**src/hw/sbtio_pkg.sv**
```systemverilog
// package: constants, carrier types and shared functions of the tenure block
// ****************************************************************
// Notes on behaviour
// - timer bits 7:3 form count, low three zero
// - load counter when first frame is asserted
// - expired and grant gone: give up bus
// - grant held: keep bus despite expiry
// - frame deasserted before the final transfer
// - count bus clocks, finish phase, then release
// - timer zero disables the tenure limit
// - base nibble gives A15:12, low bits zero
// - base low nibble reads zero, 16-bit only
// - limit nibble gives A15:12, low bits ones
// - forward I/O access inside base..limit window
// - parity error sets bit 15, write-one clears
// - master abort sets bit 13, write-one clears
// - target abort sets bit 12, write-one clears
// - hardwired status bits, reset value 02A0h
// - never signal target abort, accept back-to-back
// - data parity reported when both enables set
// - control bit 0 enables parity response
// ****************************************************************
`default_nettype none
package sbtio_pkg;

  // register indices; byte address is four times the index
  localparam logic [7:0] IDX_TIMER = 8'h1B;
  localparam logic [7:0] IDX_BASE = 8'h1C;
  localparam logic [7:0] IDX_LIMIT = 8'h1D;
  localparam logic [7:0] IDX_STATUS = 8'h1E;
  localparam logic [7:0] IDX_CTRL = 8'h3E;
  localparam logic [9:0] ADDR_TIMER = {IDX_TIMER, 2'b00};
  localparam logic [9:0] ADDR_BASE = {IDX_BASE, 2'b00};
  localparam logic [9:0] ADDR_LIMIT = {IDX_LIMIT, 2'b00};
  localparam logic [9:0] ADDR_STATUS = {IDX_STATUS, 2'b00};
  localparam logic [9:0] ADDR_CTRL = {IDX_CTRL, 2'b00};

  // reset values
  localparam logic [7:0] TIMER_RST = 8'h00;
  localparam logic [7:0] BASE_RST = 8'hF0;
  localparam logic [7:0] LIMIT_RST = 8'h00;
  localparam logic [15:0] STATUS_RST = 16'h02A0;
  localparam logic [7:0] CTRL_RST = 8'h00;

  // field positions
  localparam int TIMER_LSB = 3;
  localparam int WIN_LSB = 4;
  localparam int ST_DPE = 15;
  localparam int ST_RMA = 13;
  localparam int ST_RTA = 12;
  localparam int CTRL_PRE = 0;
  localparam int CTRL_SEE = 1;

  // decode fill and bus encodings
  localparam logic [15:0] IO_UPPER = 16'h0000;
  localparam logic [11:0] IO_BASE_FILL = 12'h000;
  localparam logic [11:0] IO_LIMIT_FILL = 12'hFFF;
  localparam logic [3:0] CMD_IO_RD = 4'h2;
  localparam logic [3:0] CMD_IO_WR = 4'h3;
  localparam logic [3:0] BE_ALL = 4'h0;
  localparam logic [2:0] DEVSEL_WAIT = 3'h5;

  localparam logic [1:0] DONE_OK = 2'h0;
  localparam logic [1:0] DONE_MISS = 2'h1;
  localparam logic [1:0] DONE_MABORT = 2'h2;
  localparam logic [1:0] DONE_TABORT = 2'h3;

  typedef enum logic [2:0] {
    S_IDLE, S_REQ, S_ADDR, S_DATA, S_LAST, S_TURN
  } sbtio_state_t;

  typedef struct packed {
    logic frame_n;
    logic irdy_n;
    logic trdy_n;
    logic devsel_n;
    logic stop_n;
    logic gnt_n;
    logic par;
    logic [3:0] cbe;
    logic [31:0] ad;
  } sbtio_bus_in_t;

  typedef struct packed {
    logic req_n;
    logic frame_n;
    logic frame_oe;
    logic irdy_n;
    logic irdy_oe;
    logic [3:0] cbe;
    logic cbe_oe;
    logic [31:0] ad;
    logic ad_oe;
  } sbtio_bus_out_t;

  typedef struct packed {
    logic [31:0] addr;
    logic write;
    logic [4:0] len;
    logic [31:0] wdata;
  } sbtio_req_t;

  typedef struct packed {
    logic [1:0] code;
    logic [4:0] count;
    logic [31:0] rdata;
  } sbtio_done_t;

  function automatic logic sbtio_io_hit(input logic [31:0] a,
                                        input logic [3:0] b,
                                        input logic [3:0] l);
    sbtio_io_hit = (a[31:16] == IO_UPPER) &&
                   (a[15:0] >= {b, IO_BASE_FILL}) &&
                   (a[15:0] <= {l, IO_LIMIT_FILL});
  endfunction

  function automatic logic [15:0] sbtio_status(input logic dpe,
                                               input logic rma,
                                               input logic rta);
    sbtio_status = STATUS_RST;
    sbtio_status[ST_DPE] = dpe;
    sbtio_status[ST_RMA] = rma;
    sbtio_status[ST_RTA] = rta;
  endfunction

endpackage
`default_nettype wire

```
**src/hw/sbtio_top.sv**
```systemverilog
// module: secondary bus tenure timer, I/O window and status over APB
//
// Register access over APB is this design's own decision.
`timescale 1ns/10ps
`default_nettype none
module sbtio_top #(
  parameter int ADDR_W = 10
) (
  input wire logic pclk, // system clock
  input wire logic presetn, // asynchronous reset
  input wire logic psel, // apb select
  input wire logic penable, // apb enable
  input wire logic pwrite, // apb direction
  input wire logic [ADDR_W-1:0] paddr, // apb byte address
  input wire logic [31:0] pwdata, // apb write data
  output logic [31:0] prdata, // apb read data
  output logic pready, // apb ready
  output logic pslverr, // apb error on unmapped address
  input wire logic link_clk, // secondary bus clock
  input wire sbtio_pkg::sbtio_bus_in_t bus_i, // secondary bus pins in
  output sbtio_pkg::sbtio_bus_out_t bus_o, // secondary bus pins out
  input wire logic req_valid, // host hub i/o request
  input wire sbtio_pkg::sbtio_req_t req, // request fields
  output logic req_ready, // request taken
  output logic done, // request finished
  output sbtio_pkg::sbtio_done_t done_info, // finish code and data
  output logic serr_req // system error special cycle request
);

  // ****************************************************************
  // state
  // ****************************************************************
  typedef struct packed {
    logic lk_s1;
    logic lk_s2;
    logic lk_s3;
    sbtio_pkg::sbtio_bus_in_t in_s1;
    sbtio_pkg::sbtio_bus_in_t in_s2;
    logic [4:0] timer;
    logic [3:0] base;
    logic [3:0] limit;
    logic ctrl_pre;
    logic ctrl_see;
    logic dpe;
    logic rma;
    logic rta;
    logic pready;
    logic pslverr;
    logic [31:0] prdata;
    sbtio_pkg::sbtio_state_t fsm;
    logic [7:0] lat;
    logic [4:0] left;
    logic [2:0] dsel_cnt;
    logic got_dsel;
    logic abort;
    logic prev_frame_n;
    logic chk_par;
    logic chk_data;
    logic par_ref;
    sbtio_pkg::sbtio_req_t job;
    sbtio_pkg::sbtio_bus_out_t bo;
    logic req_ready;
    logic done;
    sbtio_pkg::sbtio_done_t info;
    logic serr_req;
  } sbtio_st_t;

  sbtio_st_t st;
  sbtio_st_t next_st;

  initial begin
    if (ADDR_W < 10) begin
      $error("ADDR_W must be at least 10");
    end
  end

  logic lk;
  logic gnt;
  logic expired;
  logic preempt;
  logic setup;
  logic wr;
  logic hit;
  logic par_bad;
  logic xfer;
  logic stop;
  logic dsel;
  logic dsel_to;
  logic tabort;
  logic up_bad;
  logic [9:0] a10;

  assign a10 = paddr[9:0];
  assign up_bad = (paddr >> 10) != '0;
  assign lk = st.lk_s2 & ~st.lk_s3;
  assign gnt = ~st.in_s2.gnt_n;
  assign expired = (st.timer != 5'h00) && (st.lat == 8'h00);
  assign preempt = expired && !gnt;
  assign setup = psel && !penable;
  assign wr = psel && penable && st.pready && pwrite;
  assign hit = sbtio_pkg::sbtio_io_hit(req.addr, st.base, st.limit);
  assign par_bad = lk && st.chk_par && (st.par_ref != st.in_s2.par);
  assign xfer = ~st.in_s2.trdy_n;
  assign stop = ~st.in_s2.stop_n;
  assign dsel = ~st.in_s2.devsel_n;
  assign dsel_to = !st.got_dsel && !dsel &&
                   (st.dsel_cnt == sbtio_pkg::DEVSEL_WAIT);
  assign tabort = stop && !dsel && st.got_dsel;

  // ****************************************************************
  // next state
  // ****************************************************************
  always_comb begin
    next_st = st;
    next_st.lk_s1 = link_clk;
    next_st.lk_s2 = st.lk_s1;
    next_st.lk_s3 = st.lk_s2;
    next_st.in_s1 = bus_i;
    next_st.in_s2 = st.in_s1;
    next_st.done = 1'b0;
    next_st.serr_req = 1'b0;

    // apb: decode in setup, answer in the first access cycle
    next_st.pready = setup;
    next_st.pslverr = 1'b0;
    if (setup) begin
      next_st.prdata = 32'h0000_0000;
      if (up_bad) begin
        next_st.pslverr = 1'b1;
      end else begin
        case (a10)
          sbtio_pkg::ADDR_TIMER: next_st.prdata[7:0] = {st.timer, 3'h0};
          sbtio_pkg::ADDR_BASE: next_st.prdata[7:0] = {st.base, 4'h0};
          sbtio_pkg::ADDR_LIMIT: next_st.prdata[7:0] = {st.limit, 4'h0};
          sbtio_pkg::ADDR_STATUS: next_st.prdata[15:0] =
            sbtio_pkg::sbtio_status(st.dpe, st.rma, st.rta);
          sbtio_pkg::ADDR_CTRL: next_st.prdata[1:0] = {st.ctrl_see, st.ctrl_pre};
          default: next_st.pslverr = 1'b1;
        endcase
      end
    end
    if (wr && !up_bad) begin
      case (a10)
        sbtio_pkg::ADDR_TIMER: next_st.timer = pwdata[7:sbtio_pkg::TIMER_LSB];
        sbtio_pkg::ADDR_BASE: next_st.base = pwdata[7:sbtio_pkg::WIN_LSB];
        sbtio_pkg::ADDR_LIMIT: next_st.limit = pwdata[7:sbtio_pkg::WIN_LSB];
        sbtio_pkg::ADDR_STATUS: begin
          // clear first so an event in this cycle still sets below
          if (pwdata[sbtio_pkg::ST_DPE]) next_st.dpe = 1'b0;
          if (pwdata[sbtio_pkg::ST_RMA]) next_st.rma = 1'b0;
          if (pwdata[sbtio_pkg::ST_RTA]) next_st.rta = 1'b0;
        end
        sbtio_pkg::ADDR_CTRL: begin
          next_st.ctrl_pre = pwdata[sbtio_pkg::CTRL_PRE];
          next_st.ctrl_see = pwdata[sbtio_pkg::CTRL_SEE];
        end
        default: next_st.ctrl_pre = st.ctrl_pre;
      endcase
    end

    // parity watch on every bus clock, master or target
    if (lk) begin
      next_st.par_ref = ^{st.in_s2.ad, st.in_s2.cbe};
      next_st.chk_data = !st.in_s2.irdy_n && !st.in_s2.trdy_n;
      next_st.chk_par = (!st.in_s2.frame_n && st.prev_frame_n) ||
                        (!st.in_s2.irdy_n && !st.in_s2.trdy_n);
      next_st.prev_frame_n = st.in_s2.frame_n;
    end
    if (par_bad) begin
      next_st.dpe = 1'b1;
      if (st.chk_data && st.ctrl_pre && st.ctrl_see) begin
        next_st.serr_req = 1'b1;
      end
    end

    // tenure counter runs in bus clocks while we own the bus
    if (lk && st.lat != 8'h00 &&
        (st.fsm == sbtio_pkg::S_ADDR || st.fsm == sbtio_pkg::S_DATA ||
         st.fsm == sbtio_pkg::S_LAST)) begin
      next_st.lat = st.lat - 8'h01;
    end
    if (lk && !st.got_dsel &&
        (st.fsm == sbtio_pkg::S_DATA || st.fsm == sbtio_pkg::S_LAST)) begin
      next_st.got_dsel = dsel;
      next_st.dsel_cnt = st.dsel_cnt + 3'h1;
    end

    // ****************************************************************
    // master sequencer
    // ****************************************************************
    case (st.fsm)
      sbtio_pkg::S_IDLE: begin
        next_st.req_ready = 1'b1;
        if (req_valid && st.req_ready) begin
          next_st.req_ready = 1'b0;
          next_st.job = req;
          next_st.left = (req.len == 5'h00) ? 5'h01 : req.len;
          next_st.info = '0;
          if (hit) begin
            next_st.bo.req_n = 1'b0;
            next_st.fsm = sbtio_pkg::S_REQ;
          end else begin
            next_st.info.code = sbtio_pkg::DONE_MISS;
            next_st.done = 1'b1;
            next_st.fsm = sbtio_pkg::S_TURN;
          end
        end
      end
      sbtio_pkg::S_REQ: begin
        if (lk && gnt && st.in_s2.frame_n && st.in_s2.irdy_n) begin
          next_st.bo.frame_n = 1'b0;
          next_st.bo.frame_oe = 1'b1;
          next_st.bo.irdy_n = 1'b1;
          next_st.bo.irdy_oe = 1'b1;
          next_st.bo.ad = st.job.addr;
          next_st.bo.ad_oe = 1'b1;
          next_st.bo.cbe = st.job.write ? sbtio_pkg::CMD_IO_WR
                                         : sbtio_pkg::CMD_IO_RD;
          next_st.bo.cbe_oe = 1'b1;
          next_st.lat = {st.timer, 3'h0};
          next_st.got_dsel = 1'b0;
          next_st.dsel_cnt = 3'h0;
          next_st.abort = 1'b0;
          next_st.fsm = sbtio_pkg::S_ADDR;
        end
      end
      sbtio_pkg::S_ADDR: begin
        if (lk) begin
          next_st.bo.irdy_n = 1'b0;
          next_st.bo.cbe = sbtio_pkg::BE_ALL;
          next_st.bo.ad = st.job.wdata;
          next_st.bo.ad_oe = st.job.write;
          if (st.left == 5'h01) begin
            next_st.bo.frame_n = 1'b1;
            next_st.bo.req_n = 1'b1;
            next_st.fsm = sbtio_pkg::S_LAST;
          end else begin
            next_st.fsm = sbtio_pkg::S_DATA;
          end
        end
      end
      sbtio_pkg::S_DATA: begin
        if (lk) begin
          if (dsel_to || tabort) begin
            if (dsel_to) begin
              next_st.rma = 1'b1;
              next_st.info.code = sbtio_pkg::DONE_MABORT;
            end else begin
              next_st.rta = 1'b1;
              next_st.info.code = sbtio_pkg::DONE_TABORT;
            end
            next_st.abort = 1'b1;
            next_st.bo.frame_n = 1'b1;
            next_st.bo.req_n = 1'b1;
            next_st.fsm = sbtio_pkg::S_LAST;
          end else begin
            if (xfer) begin
              next_st.left = st.left - 5'h01;
              next_st.info.count = st.info.count + 5'h01;
              next_st.info.rdata = st.in_s2.ad;
            end
            // a held grant keeps the bus whatever the counter says
            if ((xfer && st.left == 5'h02) || stop || preempt) begin
              next_st.bo.frame_n = 1'b1;
              next_st.bo.req_n = 1'b1;
              next_st.fsm = sbtio_pkg::S_LAST;
            end
          end
        end
      end
      sbtio_pkg::S_LAST: begin
        if (lk) begin
          if (dsel_to) begin
            next_st.rma = 1'b1;
          end else if (tabort && !st.abort) begin
            next_st.rta = 1'b1;
          end
          if (st.abort || dsel_to || xfer || stop) begin
            if (xfer && !st.abort && !dsel_to) begin
              next_st.info.count = st.info.count + 5'h01;
              next_st.info.rdata = st.in_s2.ad;
            end
            next_st.info.code = dsel_to ? sbtio_pkg::DONE_MABORT :
                                st.abort ? st.info.code :
                                tabort ? sbtio_pkg::DONE_TABORT :
                                sbtio_pkg::DONE_OK;
            next_st.bo.irdy_n = 1'b1;
            next_st.bo.ad_oe = 1'b0;
            next_st.done = 1'b1;
            next_st.fsm = sbtio_pkg::S_TURN;
          end
        end
      end
      sbtio_pkg::S_TURN: begin
        // irdy was driven high for one bus clock, frame for at least two; now float
        if (lk || st.bo.frame_oe == 1'b0) begin
          next_st.bo.frame_oe = 1'b0;
          next_st.bo.irdy_oe = 1'b0;
          next_st.bo.cbe_oe = 1'b0;
          next_st.fsm = sbtio_pkg::S_IDLE;
        end
      end
      default: next_st.fsm = sbtio_pkg::S_IDLE;
    endcase
  end

  always_ff @(posedge pclk or negedge presetn) begin
    if (!presetn) begin
      st <= '0;
      st.in_s1 <= '1;
      st.in_s2 <= '1;
      st.prev_frame_n <= 1'b1;
      st.timer <= sbtio_pkg::TIMER_RST[7:3];
      st.base <= sbtio_pkg::BASE_RST[7:4];
      st.limit <= sbtio_pkg::LIMIT_RST[7:4];
      st.ctrl_pre <= sbtio_pkg::CTRL_RST[0];
      st.ctrl_see <= sbtio_pkg::CTRL_RST[1];
      st.fsm <= sbtio_pkg::S_IDLE;
      st.bo.req_n <= 1'b1;
      st.bo.frame_n <= 1'b1;
      st.bo.irdy_n <= 1'b1;
    end else begin
      st <= next_st;
    end
  end

  assign prdata = st.prdata;
  assign pready = st.pready;
  assign pslverr = st.pslverr;
  assign bus_o = st.bo;
  assign req_ready = st.req_ready;
  assign done = st.done;
  assign done_info = st.info;
  assign serr_req = st.serr_req;
endmodule
`default_nettype wire
```
**config.mk**
```make
export PLATFORM = sky130hd
export DESIGN_NAME = sbtio_top
export DESIGN_NICKNAME = d
export VERILOG_FILES = /design/src/hw/sbtio_pkg.sv /design/src/hw/sbtio_top.sv
export SDC_FILE = /design/constraint.sdc
export NUM_CORES = 1
export LEC_CHECK = 0
export BUFFER_PORTS_ARGS = -buffer_cell sky130_fd_sc_hd__buf_4
export CAP_MARGIN = 10
export CELL_PAD_IN_SITES_DETAIL_PLACEMENT = 1
export CELL_PAD_IN_SITES_GLOBAL_PLACEMENT = 1
export CORE_MARGIN = 4
export CORE_UTILIZATION = 43
export CTS_CLUSTER_DIAMETER = 120
export CTS_CLUSTER_SIZE = 16
export DETAILED_ROUTE_END_ITERATION = 8
export PLACE_DENSITY = 0.82
export SYNTH_ARGS = -nofsm -noshare
export SYNTH_HDL_FRONTEND = slang
export SYNTH_SLANG_ARGS = --single-unit
```
**constraint.sdc**
```tcl
create_clock -name pclk -period 2.9 [get_ports pclk]
set_input_delay 0.435 -clock pclk [delete_from_list [all_inputs] [get_ports pclk]]
set_output_delay 0.435 -clock pclk [all_outputs]
set_load 0.01 [all_outputs]
```
Word level (Yosys, flattened, before mapping)
Cells that the tools add are included.
- flip-flop bits (word level): 300
- input port bits: 162
- word-level logic and storage cells: 273
- add/subtract/negate cells: 4
- magnitude comparators: 2
- eq/ne operators: 29
- muxes and demuxes: 88
- bitwise gates (word level): 7
- reduce and logical (&&, ||, !) cells: 83
- operators with widths (operator ; count):
    $pmux W39 S3 ; 1
    $mux W37 ; 3
    $mux W40 ; 2
    $mux W33 ; 2
    $pmux W32 S2 ; 1
    $mux W42 ; 1
    $mux W41 ; 1
    $eq A10 B7 Y1 const B ; 4
    $mux W3 ; 13
    $mux W39 ; 1
    $reduce_xor A36 Y1 ; 1
    $logic_and A1 B1 Y1 ; 30
    $mux W5 ; 6
    $mux W2 ; 13
    $mux W8 ; 3
    $pmux W6 S4 ; 1
    $mux W1 ; 23
    $ne A2 B2 Y1 const B ; 9
    $pmux W3 S6 ; 1
    $ge A16 B16 Y1 ; 1
    $le A16 B16 Y1 ; 1
    $logic_not A16 Y1 ; 1
    $reduce_and A8 Y1 ; 2
    $reduce_and A7 Y1 ; 2
    38 further kinds ; 90

Longest topological paths before layout
Gate-level depths: netlist of run 1.
- depth in word-level cells: 9
- mapped depth: 10
- gate-level depth less buffers: 8

Worst setup path before layout of run 1
OpenSTA, ideal clock, no wires.
- path type: register -> register
- start: reg st[224] (netlist bit)
- end: reg st (netlist bit done_info[37])
- library setup time: 0.125 ns
- arrival: 2.177 ns
- data required time: 2.775 ns
- slack: 0.598 ns
- stages on the path, launching flop included: 9
- path buffers: 0
- clock period less this slack: 2.302 ns
- cell sequence: dfstp_2 > inv_1 > ha_1 > nor4b_1 > and4_1 > o311ai_0 > a221o_1 > a221o_1 > mux2_2
- word-level cells in the longest chain between the ends: 6
- ends and longest elaborated chain (what ; RTL line ; source):
    from (decl) ; sbtio_top.sv:68 ; sbtio_st_t st;
    from (signal assigned) ; sbtio_top.sv:323 ; st <= next_st;
    $ge A16 B16 Y1 ; sbtio_pkg.sv:113 ; (a[15:0] >= {b, IO_BASE_FILL}) &&
    $logic_and A1 B1 Y1 ; sbtio_pkg.sv:112 ; sbtio_io_hit = (a[31:16] == IO_UPPER) &&
    $logic_and A1 B1 Y1 ; sbtio_pkg.sv:113 ;
    $mux W3 ; sbtio_top.sv:199 ; if (hit) begin
    $mux W41 ; sbtio_top.sv:194 ; if (req_valid && st.req_ready) begin
    $pmux W39 S3 ; sbtio_top.sv:191 ; case (st.fsm)
Every way passes these cells. The select of a mux whose other input is x is not followed.
A chain may end at the register's enable or synchronous reset.

Final worst setup path of run 1
- start: reg st[177] (netlist bit)
- end: reg st (netlist bit bus_o[6])
- word-level cells in the longest chain between the ends: 3
- elaborated cells on any way between the ends: 7
- those cells by class: eq/ne: 4; mux: 1; reduce/logical: 2
- ends and longest elaborated chain (what ; RTL line):
    $eq A3 B1 Y1 or $eq A3 B2 Y1 (tied branches) ; sbtio_top.sv:191
    $ne A2 B2 Y1 (no source line) or $reduce_bool A2 Y1 (tied branches) ; -
    $reduce_and A3 Y1 (no source line) ; -
Several ways; a longest one is shown, not always the timed one.

==> results of run 1 <==
cell usage after synthesis, drive strengths merged (16+ instances only):
cell      n
dfrtp   197
buf     129
nand2   123
dfstp    94
mux2     83
nor2     73
a21oi    53
nand3    39
xnor2    35
mux2i    32
o21ai    32
clkbuf   26
inv      24
ha       16
cell type report:
type / instances / area (µm²)
antenna: 1 / 2.50
clock buffer: 38 / 653
clock inverter: 1 / 11.3
fill: 3078 / 14000
inverter: 24 / 90.1
multi-input combinational: 631 / 4210
sequential: 291 / 7400
tap: 384 / 480
timing repair buffer: 259 / 2000
path summary, 6_finish.rpt:
kind / to / cells past startpoint / slack, ns / start
hold reg to reg: st[234] / 0 / 0.35 / next_st[234]
setup / recovery: bus_o[6] / 7 / 0.33 / st[177]
min in group pclk: next_st[274] / 1 / 0.03 / bus_i[42]
hold / removal: done_info[0] / 1 / -0.003 / presetn
setup reg to reg: bus_o[6] / 7 / 0.33 / st[177]
max in group asynchronous: next_st[260] / 2 / 2.03 / presetn
through the flow:
| stage | setup slack (ns) | utilization [%] | total power [µW] | cells | hold slack [ns] |
|---|---|---|---|---|---|
| global route | 0.0574 | 51.4 | 12900 | 1629 | 0.000605 |
| global placement | 0.284 | 49.1 | 9080 | 1589 | 0.339 |
| floorplan | 0.598 | - | 8200 | 1101 | 0.139 |
| detailed placement | 0.215 | 49.1 | 9330 | 1589 | 0.337 |
| finish | 0.330 | 51.4 | 12200 | 1629 | -0.00325 |
| CTS | 0.328 | 51.4 | 12300 | 1628 | 0.00421 |
state kept, by name (all words and copies together), names as in the netlist:
name	cells
pready	1
st	152
pslverr	1
prdata	11
serr_req	1
next_st	45
req_ready	1
done	1
done_info	39
bus_o	39
power by group:
part	switching [µW]	internal (µW)	total [µW]
registers	705	5120	5830
logic	1700	1700	3400
clock network	1410	1540	2950
total	3820	8360	12200
kinds of logic after synthesis:
group / Yosys count / synth area share, %
fa+ha+maj: 16 / 1.59
xor+xnor: 43 / 3.09
mux: 115 / 9.95
flops: 291 / 58.6
simple gates: 305 / 11.5
buf+inv: 179 / 8.87
compound gates: 129 / 6.34
other cells: 1 / 0.0297
placed cells by master (no fill, tap or decap), drive strengths merged, types with 4 or more instances in the layout:
master    n
buf     259
dfrtp   197
nand2   123
dfstp    94
mux2     83
nor2     73
a21oi    53
nand3    39
clkbuf   38
xnor2    35
mux2i    32
o21ai    32
inv      25
conb     23
ha       16
nor4      9
nor3      9
xor2      7
nand4     6
nand2b    6
or4       5
a21o      5
nor2b     5
or3       5
a211oi    4
and3      4
o31ai     4
nor4b     4
layer usage:
metal  vias up  wire length, µm  GRT usage, %
li1       3826                -             -
met1      4146            12500          23.8
met2       206            16200          34.0
met3        56             2450          6.62
met4         0             1070          5.93
met5         -                0             0
==> impl_metrics.env, run 1 <==
export IMPL_rsz0062_at_grt="no"
export IMPL_cp_top_family="simple AND/OR/NAND/NOR gates"
export IMPL_grt_pass1_wl_um=50400
export IMPL_cts_clk_slew_worst_paths_ns=0.07
export IMPL_seq_area_frac_synth_pct=58.6
export IMPL_min_period_over_period_pct=88.6
export IMPL_synth_distinct_cells=64
export IMPL_crit_buf_inv=2
export IMPL_post_cts_resized=0
export IMPL_die_height_um=179
export IMPL_portBuffers=235
export IMPL_layout_nets=1407
export IMPL_cts_tree="done"
export IMPL_crit_top_cell="nor2_1"
export IMPL_cts_buffer_depth=3
export IMPL_p_leak_uw=0.00682
export IMPL_violations="hold timing"
export IMPL_cp_cell_sequence="inv_1 > or4_1 > nor2_1 > o21ba_2 > buf_12 > nor2_1 > a21oi_1"
export IMPL_drtIter0Drc=213
export IMPL_ant_nets=0
export IMPL_drt_total_wl_um=32200
export IMPL_setup_viol=0
export IMPL_maxSlewHeadroom_pct=43.8
export IMPL_fp_row_count=62
export IMPL_cts_sinks=291
export IMPL_synth_cells=1079
export IMPL_num_vias=8234
export IMPL_worst_pin_slew_ns=0.843
export IMPL_grtUsageTotal_pct=19.8
export IMPL_core_um2=28900
export IMPL_die_w_um=179
export IMPL_drv_slew=0
export IMPL_fmax_mhz=389
export IMPL_antenna_found_initial=1
export IMPL_ir_drop_mv=0.569
export IMPL_via_per_inst=5.05
export IMPL_postPlaceCellArea_um2=14200
export IMPL_hp_class="in -> async"
export IMPL_crit_path_start_kind="flip-flop"
export IMPL_h_tree_depth=1
export IMPL_syn_area_um2=12600
export IMPL_grt_max_degree=106
export IMPL_drt_pass1_iter_count=4
export IMPL_synth_main_ff_cell="dfrtp_1"
export IMPL_gp_congestion=0.820
export IMPL_dieArea_um2=32100
export IMPL_grt_overflow=0
export IMPL_setup_tns_ns=0
export IMPL_p_per_area_nw_per_um2=820
export IMPL_numCtsBuffers=22
export IMPL_cts_setup_buffers=0
export IMPL_cp_arrival_ns=2.99
export IMPL_wl_per_cell_um=19.7
export IMPL_synth_warnings=0
export IMPL_max_stage_delay_ns=0.64
export IMPL_drc_errors=0
export IMPL_path_max_fanout=64
export IMPL_ios=281
export IMPL_root_buffer="clkbuf_16"
export IMPL_yosys_area_top_type="dfrtp_1"
export IMPL_ys_ff_latch=291
export IMPL_synth_async_reset_ratio_pct=100
export IMPL_outcome="complete, but fails checks"
export IMPL_slowest_stage="or4_1"
export IMPL_cap_viol_max_count=0
export IMPL_synth_top_area_share_pct=39.1
export IMPL_grt_pass1_vias=9245
export IMPL_drive_gt1_share_pct=38.2
export IMPL_cp_data_required_time_ns=3.32
export IMPL_ctsHoldBuffers=0
export IMPL_holdWs_ns=-0.00325
export IMPL_end_kind="flip-flop"
export IMPL_clk_latency_ns=0.51
export IMPL_hpwl_um=23700
export IMPL_hold_viol=1
export IMPL_synth_avg_cell_area_um2=11.7
export IMPL_synth_area_leaders="dfrtp_1, dfstp_2, mux2_2"
export IMPL_fin_area_um2=14800
export IMPL_initial_core_util_pct=43.7
export IMPL_path_class="reg -> reg"
export IMPL_synth_edf_count=0
export IMPL_fin_skew_ns=0.0114
export IMPL_layout_area_overhead_vs_synth_pct=17.7
export IMPL_period_needed_ns=2.57
Power figures use the tool's default switching activity.
==> run 2: changes to the inputs <==
CORE_UTILIZATION = 39   (was 43)
PLACE_DENSITY = 0.79   (was 0.82)
clock period = 2.1 ns   (was 2.9 ns; I/O delays follow)
==> impl_metrics.env, run 2 (synthesis results as in run 1) <==
export IMPL_gp_congestion=0.836
export IMPL_period_needed_ns=2.51
export IMPL_outcome="complete, but fails checks"
export IMPL_hp_class="in -> reg"
export IMPL_clk_latency_ns=0.52
export IMPL_die_height_um=188
export IMPL_grt_pass1_wl_um=56300
export IMPL_fin_ws_ns=-0.411
export IMPL_fillers=3308
export IMPL_r2r_start="st[220]"
export IMPL_fp_row_count=65
export IMPL_numCtsBuffers=22
export IMPL_r2r_end="done_info[37]"
export IMPL_via_per_inst=5.02
export IMPL_cap_viol_max_count=0
export IMPL_grt_overflow=0
export IMPL_num_antenna_cells=0
export IMPL_ir_drop_mv=0.719
export IMPL_antenna_found_initial=0
export IMPL_initial_core_util_pct=39.8
export IMPL_wl_per_cell_um=20.5
export IMPL_drv_slew=0
export IMPL_min_period_over_period_pct=120
export IMPL_dieArea_um2=35300
export IMPL_p_leak_uw=0.00752
export IMPL_cts_clk_slew_worst_paths_ns=0.08
export IMPL_ff2ff_path_depth=7
export IMPL_ant_nets=0
export IMPL_fin_area_um2=16400
export IMPL_h_tree_depth=1
export IMPL_cts_sinks=291
export IMPL_layout_common_cells="buf_4, dfrtp_1, nand2_1"
export IMPL_grt_pass1_vias=9976
export IMPL_die_w_um=188
export IMPL_violations="setup timing"
export IMPL_whs_endpoint="st[91]"
export IMPL_cp_data_required_time_ns=2.51
export IMPL_path_max_fanout=3
export IMPL_whs_path_depth=2
export IMPL_grtUsageTotal_pct=19.7
export IMPL_cp_arrival_ns=2.92
export IMPL_postPlaceCellArea_um2=14800
export IMPL_ios=281
export IMPL_fin_skew_ns=0.0269
export IMPL_largest_register="st"
export IMPL_root_buffer="clkbuf_16"
export IMPL_drt_total_wl_um=36300
export IMPL_core_um2=31700
export IMPL_setup_viol=5
export IMPL_num_vias=8903
export IMPL_grt_max_degree=55
export IMPL_hold_start="req[6]"
export IMPL_final_seq_area_um2=7400
export IMPL_path_class="reg -> reg"
export IMPL_crit_path_start_kind="flip-flop"
export IMPL_drt_pass1_iter_count=4
export IMPL_multi_input_area_um2=4480
export IMPL_rsz0062_at_grt="yes"
export IMPL_largest_reg_flops=152
export IMPL_final_util_pct=51.8
export IMPL_layout_area_overhead_vs_synth_pct=30.1
export IMPL_drtIter0Drc=316
export IMPL_fmax_mhz=398
export IMPL_cts_tree="done"
export IMPL_end_kind="flip-flop"
export IMPL_layout_nets=1533
export IMPL_drive_gt1_share_pct=43.1
export IMPL_layout_commonest_cell="buf_4"
export IMPL_drc_errors=0
export IMPL_ff2ff_setup_slack_ns=-0.41
export IMPL_cts_buffer_depth=3
export IMPL_hpwl_um=24600
export IMPL_p_per_area_nw_per_um2=1100
export IMPL_hold_viol=0
export IMPL_portBuffers=235
run 2: how the worst max path moves through the flow:
stage / start / to / slack (ns) / cells after the start
finish: st[220] / done_info[37] / -0.41 / 7
global route: st[220] / done_info[37] / -0.48 / 7
CTS: st[224] / done_info[37] / -0.32 / 8
detailed placement: req[51] / done_info[37] / -0.44 / 7
global placement: req[51] / done_info[37] / -0.36 / 7
floorplan: st[224] / done_info[37] / -0.16 / 8
run 2: report_power, final:
part	internal, µW	leakage [µW]	switching, µW	total, µW
logic	3090	0.00371	2880	5970
registers	7080	0.00350	944	8020
clock network	2060	0.000308	2000	4050
total	12200	0.00752	5820	18000
run 2: final cells by class:
class | instances | share of cell area (%)
sequential | 291 | 45.1
multi-input combinational | 631 | 27.3
timing repair buffer | 385 | 20.1
clock buffer | 38 | 3.85
tap | 402 | 3.06
inverter | 24 | 0.549
clock inverter | 1 | 0.0991
run 2: what timing repair did:
| action | in CTS | in global routing |
|---|---|---|
| hold buffers | 45 | 0 |
| setup endpoints to repair | 73 | 123 |
| setup buffers | 6 | 9 |
| pin swaps | 13 | 19 |
| gates resized for setup | 30 | 31 |
| gates cloned | 1 | 4 |
| hold endpoints to repair | 71 | 0 |
run 2: per-layer routing:
metal | global-route usage [%] | vias to the layer above | part of all wire, %
met5 | 0 | - | 0
met4 | 4.86 | 0 | 2.5
met3 | 5.03 | 56 | 6.3
met2 | 34.9 | 235 | 52
met1 | 24.0 | 4528 | 40
li1 | - | 4084 | -
run 2: per-stage QoR:
stage	setup TNS, ns	hold WS [ns]	total power [µW]	setup WS (ns)	instances
after floorplan	-0.210	0.0194	11300	-0.160	1101
after global placement	-0.766	0.277	13000	-0.355	1668
after detailed placement	-3.11	0.269	13300	-0.440	1668
after CTS	-0.699	0.00390	17700	-0.322	1759
after global routing	-2.04	0.0109	19100	-0.477	1772
final	-1.09	0.0238	18000	-0.411	1772
run 2: worst max-delay path, cell delays in order (launching register included):
cell and delay, ns:
dfrtp_1 0.36, inv_2 0.05, ha_4 0.26, nand4_1 0.10, or4_4 0.53, a221o_2 0.49
a221o_1 0.35, mux2_2 0.26
